File: src/hdl/itp_pkg.sv
// constants shared by the two-wire target port and its register bank
// assumes the bank is byte wide and addressed by an 8-bit pointer
package itp_pkg;
	localparam int        ITP_SYS_CLK_HZ   = 125_000_000;
	localparam int        ITP_LINK_KBPS    = 400;
	localparam logic [5:0] ITP_ADDR_UPPER  = 6'h16;
	localparam logic [7:0] ITP_PTR_RESET   = 8'h00;
	localparam logic [7:0] ITP_BANK_RESET  = 8'h00;
	localparam int        ITP_PTR_W        = 8;
	localparam int        ITP_DATA_W       = 8;
	localparam logic [2:0] ITP_BIT_LAST    = 3'h7;
	localparam logic [2:0] ITP_BIT_FIRST   = 3'h0;
endpackage : itp_pkg

File: src/hdl/itp_bank.sv
// byte-wide control and status bank held in flip-flops
// assumes one write port and one read port, both on sys_clk
module itp_bank #(
	parameter int DEPTH = 256
) (
	// clock and reset
	input  wire logic       sys_clk,
	input  wire logic       rst_b,
	// access
	input  wire logic       wr_en,
	input  wire logic [7:0] wr_addr,
	input  wire logic [7:0] wr_data,
	input  wire logic [7:0] rd_addr,
	output logic      [7:0] rd_data
);
	import itp_pkg::*;

	// elaboration refuses a bank the 8-bit pointer cannot address
	if (DEPTH < 1 || DEPTH > (1 << ITP_PTR_W)) begin : g_depth_bad
		$error("itp_bank depth out of range");
	end

	logic [7:0] mem [DEPTH];

	for (genvar i = 0; i < DEPTH; i++) begin : g_cell
		always_ff @(posedge sys_clk or negedge rst_b) begin
			if (!rst_b)
				mem[i] <= ITP_BANK_RESET;
			else if (wr_en && wr_addr == 8'(i))
				mem[i] <= wr_data;
		end
	end

	// unmapped pointers read as zero
	always_ff @(posedge sys_clk or negedge rst_b) begin
		if (!rst_b)
			rd_data <= ITP_BANK_RESET;
		else if (int'(rd_addr) < DEPTH)
			rd_data <= mem[rd_addr];
		else
			rd_data <= 8'h00;
	end
endmodule : itp_bank

File: src/hdl/itp_sync.sv
// two-flop level synchroniser
// assumes d comes from outside the clock's domain
module itp_sync (
	// clock and reset
	input  wire logic clk,
	input  wire logic rst_b,
	// level
	input  wire logic d,
	output logic      q
);
	logic meta;

	always_ff @(posedge clk or negedge rst_b) begin
		if (!rst_b) begin
			meta <= 1'b1;
			q    <= 1'b1;
		end else begin
			meta <= d;
			q    <= meta;
		end
	end
endmodule : itp_sync

File: src/hdl/itp_target.sv
// two-wire serial target port giving register access to the byte bank
// assumes scl/sda/chip enable/strap are asynchronous pins; scl is oversampled
// What this block does
// respond only while chip enable is high
// registers stay reachable in low-power link state
// standard framing, fast mode up to 400 kbps
// match address 010110X, low bit from strap
// master sends 0x5a/0x5b or 0x58/0x59
// acknowledge own address, write or read
// first written byte is pointer, acknowledged
// acknowledge every written data byte
// master ends write with stop
// unpointed read starts at register zero
// read starts at previously written pointer
// send next byte only after master ack
// master acks wanted bytes, ends with stop
// pointer-only write sets later read start
// every bank register reachable only here
// pointer increments after each data byte; a read byte the master nacks does not advance it
module itp_target #(
	parameter int DEPTH = 256
) (
	// clock and reset
	input  wire logic sys_clk,
	input  wire logic rst_b,
	// chip pins
	input  wire logic chip_en,
	input  wire logic addr_strap,
	input  wire logic link_ulps,
	// two-wire bus
	input  wire logic scl_in,
	input  wire logic sda_in,
	output logic      sda_out,
	output logic      sda_oe,
	// status
	output logic      busy
);
	import itp_pkg::*;

	// ----------------------------------------------------------------
	// input synchronisers
	// ----------------------------------------------------------------
	logic scl_s, sda_s, en_s, strap_s;

	itp_sync u_scl (.clk(sys_clk), .rst_b(rst_b), .d(scl_in), .q(scl_s));
	itp_sync u_sda (.clk(sys_clk), .rst_b(rst_b), .d(sda_in), .q(sda_s));
	itp_sync u_en (.clk(sys_clk), .rst_b(rst_b), .d(chip_en), .q(en_s));
	itp_sync u_str (.clk(sys_clk), .rst_b(rst_b), .d(addr_strap), .q(strap_s));

	logic scl_d, sda_d;

	always_ff @(posedge sys_clk or negedge rst_b) begin
		if (!rst_b) begin
			scl_d <= 1'b1;
			sda_d <= 1'b1;
		end else begin
			scl_d <= scl_s;
			sda_d <= sda_s;
		end
	end

	// ----------------------------------------------------------------
	// bus events
	// ----------------------------------------------------------------
	// oversampling at 125 MHz covers fast mode many times over
	logic scl_rise, scl_fall, start_ev, stop_ev;
	assign scl_rise = scl_s && !scl_d;
	assign scl_fall = !scl_s && scl_d;
	assign start_ev = scl_s && scl_d && sda_d && !sda_s;
	assign stop_ev  = scl_s && scl_d && !sda_d && sda_s;

	// ----------------------------------------------------------------
	// state machine
	// ----------------------------------------------------------------
	typedef enum logic [6:0] {
		ST_IDLE  = 7'b0000001,
		ST_ADDR  = 7'b0000010,
		ST_AACK  = 7'b0000100,
		ST_WRX   = 7'b0001000,
		ST_WACK  = 7'b0010000,
		ST_RTX   = 7'b0100000,
		ST_RACK  = 7'b1000000
	} itp_state_t;

	itp_state_t state;
	logic [2:0] bit_cnt;
	logic [7:0] shreg;
	logic [7:0] ptr;
	logic       ptr_phase;
	logic       ack_hold;
	logic       wr_en;
	logic [7:0] wr_data;
	logic [7:0] rd_data;
	logic [7:0] tx_byte;
	logic       addr_hit;
	logic       master_ack;

	assign addr_hit = (shreg[6:1] == ITP_ADDR_UPPER) && (shreg[0] == strap_s);

	// ulps does not gate the port; only chip enable does
	logic port_on;
	assign port_on = en_s;

	always_ff @(posedge sys_clk or negedge rst_b) begin
		if (!rst_b) begin
			state     <= ST_IDLE;
			bit_cnt   <= ITP_BIT_FIRST;
			shreg     <= 8'h00;
			ptr_phase <= 1'b0;
			master_ack <= 1'b0;
		end else if (!port_on || stop_ev) begin
			state     <= ST_IDLE;
			bit_cnt   <= ITP_BIT_FIRST;
			ptr_phase <= 1'b0;
		end else if (start_ev) begin
			state     <= ST_ADDR; // repeated start too
			bit_cnt   <= ITP_BIT_FIRST;
			ptr_phase <= 1'b0;
		end else begin
			unique case (state)
				ST_IDLE: begin
				end
				ST_ADDR: begin
					if (scl_rise) begin
						if (bit_cnt == ITP_BIT_LAST) begin
							// last bit is direction
							if (addr_hit) begin
								master_ack <= sda_s; // direction kept here
								state      <= ST_AACK;
							end else begin
								state <= ST_IDLE;
							end
						end else begin
							shreg <= {shreg[6:0], sda_s};
						end
						bit_cnt <= bit_cnt + 3'h1;
					end
				end
				ST_AACK: begin
					// ack ends on the falling edge after the ack clock
					if (scl_fall && ack_hold) begin
						bit_cnt <= ITP_BIT_FIRST;
						state   <= master_ack ? ST_RTX : ST_WRX;
						ptr_phase <= !master_ack;
					end
				end
				ST_WRX: begin
					if (scl_rise) begin
						shreg   <= {shreg[6:0], sda_s};
						bit_cnt <= bit_cnt + 3'h1;
						if (bit_cnt == ITP_BIT_LAST)
							state <= ST_WACK;
					end
				end
				ST_WACK: begin
					if (scl_fall && ack_hold) begin
						ptr_phase <= 1'b0;
						bit_cnt   <= ITP_BIT_FIRST;
						state     <= ST_WRX;
					end
				end
				ST_RTX: begin
					if (scl_fall) begin
						bit_cnt <= bit_cnt + 3'h1;
						if (bit_cnt == ITP_BIT_LAST)
							state <= ST_RACK;
					end
				end
				ST_RACK: begin
					if (scl_rise)
						master_ack <= !sda_s;
					if (scl_fall && ack_hold) begin
						bit_cnt <= ITP_BIT_FIRST;
						state   <= master_ack ? ST_RTX : ST_IDLE;
					end
				end
			endcase
		end
	end

	// ack bit window: set on the fall that opens the ack slot
	// a read byte ends on a fall, so its ack slot opens on that same fall
	always_ff @(posedge sys_clk or negedge rst_b) begin
		if (!rst_b)
			ack_hold <= 1'b0;
		else if (!port_on || stop_ev || start_ev)
			ack_hold <= 1'b0;
		else if (scl_fall)
			ack_hold <= ((state == ST_AACK || state == ST_WACK || state == ST_RACK)
			             && !ack_hold)
			            || (state == ST_RTX && bit_cnt == ITP_BIT_LAST);
	end

	// ----------------------------------------------------------------
	// register pointer and bank access
	// ----------------------------------------------------------------
	logic wack_rise, rack_load;
	assign wack_rise = (state == ST_WACK) && scl_fall && ack_hold;
	assign rack_load = (state == ST_RACK) && scl_fall && ack_hold && master_ack;

	// pointer survives between transfers, so a pointer-only write sets read start
	always_ff @(posedge sys_clk or negedge rst_b) begin
		if (!rst_b)
			ptr <= ITP_PTR_RESET;
		else if (wack_rise && ptr_phase)
			ptr <= shreg;
		else if (wack_rise || rack_load)
			ptr <= ptr + 8'h01;
	end

	assign wr_en   = wack_rise && !ptr_phase;
	assign wr_data = shreg;

	itp_bank #(.DEPTH(DEPTH)) u_bank (
		.sys_clk (sys_clk),
		.rst_b   (rst_b),
		.wr_en   (wr_en),
		.wr_addr (ptr),
		.wr_data (wr_data),
		.rd_addr (ptr),
		.rd_data (rd_data)
	);

	// load the outgoing byte after the ack-slot close; the pointer moves on
	// that edge and the bank read is registered, so wait two cycles for data
	logic [1:0] load_pipe;

	always_ff @(posedge sys_clk or negedge rst_b) begin
		if (!rst_b) begin
			tx_byte   <= 8'h00;
			load_pipe <= 2'h0;
		end else begin
			load_pipe <= {load_pipe[0],
			              (state == ST_AACK && scl_fall && ack_hold && master_ack)
			              || rack_load};
			if (load_pipe[1])
				tx_byte <= rd_data;
			else if (state == ST_RTX && scl_fall)
				tx_byte <= {tx_byte[6:0], 1'b0};
		end
	end

	// ----------------------------------------------------------------
	// sda drive (open drain: only pulls low)
	// ----------------------------------------------------------------
	logic drive_low;

	always_ff @(posedge sys_clk or negedge rst_b) begin
		if (!rst_b)
			drive_low <= 1'b0;
		else if (!port_on || stop_ev || start_ev)
			drive_low <= 1'b0;
		else if (ack_hold && (state == ST_AACK || state == ST_WACK))
			drive_low <= 1'b1;
		else if (state == ST_RTX && load_pipe == 2'h0)
			drive_low <= !tx_byte[7];
		else
			drive_low <= 1'b0;
	end

	assign sda_out = 1'b0;
	assign sda_oe  = drive_low;
	assign busy    = (state != ST_IDLE);
endmodule : itp_target

File: config.mk
export PLATFORM = sky130hd
export DESIGN_NAME = itp_target
export DESIGN_NICKNAME = d
export VERILOG_FILES = /design/src/hdl/itp_pkg.sv /design/src/hdl/itp_bank.sv /design/src/hdl/itp_sync.sv /design/src/hdl/itp_target.sv
export SDC_FILE = /design/constraint.sdc
export NUM_CORES = 2
export LEC_CHECK = 0
export CAP_MARGIN = 20
export CORE_MARGIN = 2
export CORE_UTILIZATION = 26
export CTS_CLUSTER_DIAMETER = 50
export DETAILED_ROUTE_END_ITERATION = 8
export DONT_BUFFER_PORTS = 1
export PLACE_DENSITY = 0.42
export SLEW_MARGIN = 20
export SYNTH_ARGS = -nofsm -noshare
export SYNTH_HDL_FRONTEND = slang
export SYNTH_SLANG_ARGS = --single-unit
File: constraint.sdc
create_clock -name sys_clk -period 3.3 [get_ports sys_clk]
set_clock_uncertainty 0.05 [all_clocks]
set_input_delay 0.165 -clock sys_clk [delete_from_list [all_inputs] [get_ports sys_clk]]
set_output_delay 0.165 -clock sys_clk [all_outputs]
set_load 0.02 [all_outputs]
# ---- Word-level counts from Yosys, hierarchy flattened
# Index checks and enable logic that the tools add are counted.
dict set report op_classes {
  addsub 2
  magnitude_cmp 1
  n_eq_ne 282
  muxes 47
  bitwise_logic 3
  n_reduce_logical 313
}
# op n
set op_table {}
lappend op_table {{8-bit equality test, second input constant} 128}
lappend op_table {{8-bit by 7-bit equality test with 1-bit output, second input constant} 64}
lappend op_table {{1-bit logical AND} 280}
lappend op_table {{8-bit by 6-bit equality test with 1-bit output, second input constant} 32}
lappend op_table {{8-bit by 5-bit equality test with 1-bit output, second input constant} 16}
lappend op_table {{7-bit 2-to-1 mux} 11}
lappend op_table {{8-bit 2-to-1 mux} 9}
lappend op_table {{8-bit binary-select mux with 8-bit select} 1}
lappend op_table {{8-bit by 4-bit equality test with 1-bit output, second input constant} 8}
lappend op_table {{7-bit one-hot mux with 6 select lines} 1}
lappend op_table {{8-bit by 3-bit equality test with 1-bit output, second input constant} 4}
lappend op_table {{4-bit inequality test, second input constant} 5}
lappend op_table {{3-bit 2-to-1 mux} 6}
lappend op_table {{8-bit by 2-bit equality test with 1-bit output, second input constant} 2}
lappend op_table {{4-bit by 3-bit inequality test with 1-bit output, second input constant} 4}
lappend op_table {{8-bit one-hot mux with 2 select lines} 1}
lappend op_table {{1-bit 2-to-1 mux} 13}
lappend op_table {{6-bit 2-to-1 mux} 2}
lappend op_table {{2-bit inequality test, second input constant} 6}
lappend op_table {{10-bit AND reduction} 1}
lappend op_table {{2-bit nonzero test} 5}
lappend op_table {{9-bit >= comparator, second input constant} 1}
lappend op_table {{1-bit zero test} 9}
lappend op_table {{8-bit NOT with 9-bit output} 1}
lappend op_table {{29 further kinds} 38}
dict set report word_totals {
  ff_bits 2106
  in_bits 7
  word_cells 925
}

# ---- Depth between registers and ports, before layout
dict set report logic_depth {
  depth_word 8
  depth_mapped 11
  mapped_depth_nobuf 6
}

# ---- Modules after synthesis
# A second synthesis with hierarchy kept.
dict set report hier_totals {
  hier_cells 6359
  area_unflattened_um2 96163.5
}
# mod n_inst cells_each area_each_um2 seq_area_each_um2
set by_module_without_submodules {}
lappend by_module_without_submodules {itp_bank 1 6117 93546.0 51449.3}
lappend by_module_without_submodules {itp_target 1 234 2407.3 1054.8}
lappend by_module_without_submodules {itp_sync 4 2 52.6 52.6}

# ---- Worst setup path before layout
# Ideal clock, no wire load.
dict set report synth_timing {
  path_kind {reg2reg}
  start {register ptr[0]}
  end {register u_bank.mem[136] (netlist name)}
  setup_ns 0.125
  arrival_time_ns 2.890
  setup_slack_ns 0.235
  path_stages_with_launch 12
  cell_sequence {dfrtp_1 clkbuf_1 clkbuf_1 buf_2 buf_1 inv_1 ha_1 clkbuf_1 and3_1 clkbuf_1 nand2_1 mux2_2}
}
dict set report synth_between {
  elab_chain_len 2
}
# item line_no
set synth_lines {}
lappend synth_lines {{start, declared} itp_target.sv:88} ;# logic [7:0] ptr;
lappend synth_lines {{start signal, assigned} itp_target.sv:206} ;# ptr <= shreg;
lappend synth_lines {{start signal, assigned} itp_target.sv:208} ;# ptr <= ptr + 8'h01;
lappend synth_lines {{8-bit equality test} itp_bank.sv:29} ;# else if (wr_en && wr_addr == 8'(i))
lappend synth_lines {{1-bit logical AND} itp_bank.sv:29}
lappend synth_lines {{end signal, assigned by index} itp_bank.sv:30} ;# mem[i] <= wr_data;
lappend synth_lines {{end, declared} itp_bank.sv:23} ;# logic [7:0] mem [DEPTH];
# No other way between the ends.
# A chain may end at the register's enable or synchronous reset.

# ---- Final worst setup path
dict set report layout_timing {
  start {register ptr[0]}
  end {register u_bank.rd_data[3]}
}
dict set report layout_between {
  elab_chain_len 4
}
# item line_no
set layout_lines {}
lappend layout_lines {{8-bit NOT with 9-bit output (implied by the code)} itp_bank.sv:39} ;# rd_data <= mem[rd_addr];
lappend layout_lines {{8-bit binary-select mux with 8-bit select} itp_bank.sv:39}
lappend layout_lines {{8-bit 2-to-1 mux (implied by the code) (2 in series)} itp_bank.sv:39}
lappend layout_lines {{end signal, assigned} itp_bank.sv:39}
lappend layout_lines {{end, declared} itp_bank.sv:14} ;# output logic [7:0] rd_data
# No other way between the ends. The select of a mux whose other input is x is not followed.

==> results.yml <==
outcome:
  status: "complete, no violations"
sta:
  layout_setup_ws_ns: 0.152
  timing.setup.tns_ns: 0
  finalHoldViolCount: 0
  worst_pin_slew_ns: 1.20
  final.min_clock_period_ns: 3.15
  period_share_pct: 95.4
  rsz0062_at_grt: "no"
  whs_ns: 0.0655
  relSlewSlack_pct: 19.9
  finalMaxSlewViolations: 0
  fmax_ghz: 0.318
  finalSetupViolations: 0
cts:
  clk_latency_ns: 0.86
  cts-buffers-inserted: 288
  cts_buffer_depth: 4
  htree_num_levels: 5
  cts_tree: "done"
  clkSlewWorstSetupHoldPaths_ns: 0.05
  clock-sinks: 2106
  cts_root_buf: "clkbuf_16"
placed_design:
  hpwlAfterDp_mm: 175
  dp.cells: 10900
  dpl_worst_slack_ns: -1.39
  dpl-instance-area_mm2: 0.105
  place_congestion: 0.764
  numPortBuffers: 0
setup_path:
  critical_path_required_ns: 3.97
  cpMostUsedCell: "buf_12"
  crit_fanout: 31
  worstSetupEndpointType: "flop"
  arrival_ns: 3.82
  crit_type: "reg2reg"
  cp_slowest_cell: "mux4_2"
  r2r_slack_ns: 0.15
  max_stage_delay_ns: 0.57
  start_kind: "flop"
  crit_chain: "buf_12 -> buf_12 -> mux4_2 -> a22oi_1 -> a21oi_1 -> o41ai_1 -> buf_4 -> nand4_1"
yosys:
  avgSynthCellArea_um2: 15.6
  yosys.area.top_type_share_pct: 55.2
  synth_nets: 6102
  async_reset_ff_share_pct: 100
  yosysTopAreaCell: "dfrtp_1"
  ys_warn_count: 0
  seq_area_frac_synth_pct: 55.5
  ys_top_cells_by_area: "dfrtp_1, mux2_2, mux4_2, a22oi_1, mux2_1"
  synth_edf_count: 0
  syn_inst: 6089
  ys.flop_type: "dfrtp_1"
  syn_area_mm2: 0.0950
  synth-seq-cells: 2106
  synth_cell_type_count: 62
grt:
  grt_max_degree: 214
  grt_overflow_total: 0
  grt_pass1_vias: 59300
  gr-usage-all-layers_pct: 15.2
  antenna_found_initial: 4
  grt_pass1_wl_mm: 421
run:
  cap_viol_max_count: 0
layout:
  area_growth_pct: 21.1
  stdcell_area_mm2: 0.115
  layout-drive-gt1-share_pct: 53.1
  nets: 6443
  utilization_pct: 31.7
  fin_cells: 11400
drt:
  vias: 55000
  ant_nets: 0
  avgViaCountPerCell: 4.81
  drt_iter0_markers: 3001
  drc_errors: 0
  drt_wl_total_mm: 283
  dr.pass1.iters: 5
  wl_per_cell_um: 24.7
floorplanning:
  dieArea_mm2: 0.370
  die_x_um: 608
  die_h_um: 608
  initial_utilization_pct: 26.2
  core_mm2: 0.363
  fp-row-count: 221
  ioPinCount: 10
power:
  p_per_area_mw_per_mm2: 509
  power_mw: 58.6
  leakage_nw: 52.6
  ir_drop_mv: 0.375
hold_path:
  hold_path.class: "in2async"
## layout by cell type, fill, tap and decap left out, types with 53 or more instances in the layout
| master | count |
|---|---|
| buf_12 | 106 |
| mux2_2 | 1901 |
| mux4_2 | 512 |
| dfrtp_1 | 2085 |
| nand2_1 | 168 |
| clkbuf_1 | 53 |
| clkbuf_16 | 294 |
| buf_4 | 387 |
| a22oi_1 | 258 |
| a21oi_1 | 140 |
| nor2_1 | 57 |
| mux2_1 | 160 |
## layout make-up
type                            instances  area, um^2
Antenna cell                            1        2.50
Clock buffer                          391        8150
Clock inverter                        120        1610
Fill cell                           35500      248000
Inverter                                9        33.8
Multi-Input combinational cell       3487       40500
Sequential cell                      2106       52800
Tap cell                             4794        6000
Timing Repair Buffer                  538        5990
## sequential cells by signal, indices dropped and copies added (netlist names), 2 cells and up
name            cells
load_pipe           2
u_bank.mem       2048
tx_byte             8
ptr                 8
bit_cnt             3
state               7
u_bank.rd_data      8
shreg               8
## what timing repair did
action | in CTS | in global routing
endpoints found under the hold margin | 572 | 0
buffers inserted | 0 | 0
hold buffers | 25 | 0
resized for setup | 8 | 2
endpoints found under the setup margin | 134 | 132
cloned | 2 | 1
## layer usage
| metal | up-vias | global-route usage (%) | share of wire (%) |
|---|---|---|---|
| met5 | - | 0 | 0 |
| met3 | 384 | 1.96 | 3.4 |
| met2 | 813 | 24.5 | 47 |
| li1 | 23700 | - | - |
| met4 | 0 | 3.56 | 2.3 |
| met1 | 30200 | 21.5 | 47 |
## worst paths after layout
kind / endpoint / startpoint / cells after the start
min in group sys_clk: u_sda.q$_DFF_PN1_ / u_sda.meta$_DFF_PN1_ / 0
worst max-delay path: u_bank.rd_data[3]$_DFF_PN0_ / ptr[0]$_DFFE_PN0P_ / 8
worst min-delay path: u_bank.mem[1477]$_DFFE_PN0P_ / rst_b / 3
worst min register to register: u_sda.q$_DFF_PN1_ / u_sda.meta$_DFF_PN1_ / 0
worst max register to register: u_bank.rd_data[3]$_DFF_PN0_ / ptr[0]$_DFFE_PN0P_ / 8
max in group asynchronous: u_bank.mem[443]$_DFFE_PN0P_ / rst_b / 12
## cell usage after synthesis, drive strengths merged (4+ instances only)
master	n
nand2b	7
nand3b	4
ha	6
nor2	128
dfstp	11
nor2b	9
inv	8
buf	80
clkbuf	407
nand3	9
or4	6
and2	16
nand2	189
mux2	2061
nand4	9
xor2	6
mux2i	11
dfrtp	2095
a22o	4
nor3	11
and3	11
o41ai	33
a22oi	258
a21oi	140
o21ai	20
mux4	512
nor4	5
## kinds of logic after synthesis
logic type | Yosys count | synth area share [%]
AOI/OAI and AO/OA | 473 | 3.38
xor gates and xnor gates | 8 | 0.0738
adders and majority gates | 6 | 0.0790
buffers and inverters | 496 | 2.00
DFF | 2106 | 55.5
muxes | 2584 | 36.7
other | 1 | 0.00395
and+or+nand+nor | 415 | 2.29
## critical path: cells and delay by family (launching register included)
kind / cells / cell delay (ns)
compound gates: 3 / 1.15
buf+inv: 3 / 0.63
flops: 1 / 0.46
mux: 1 / 0.57
simple gates: 1 / 0.09
## power breakdown
group / leakage (nW) / internal, mW / switching [mW]
logic: 18.5 / 0.134 / 0.577
clock network: 4.74 / 19.8 / 12.2
registers: 29.4 / 25.9 / 0.0177
total: 52.6 / 45.8 / 12.8
(Power assumes the default switching activity.)
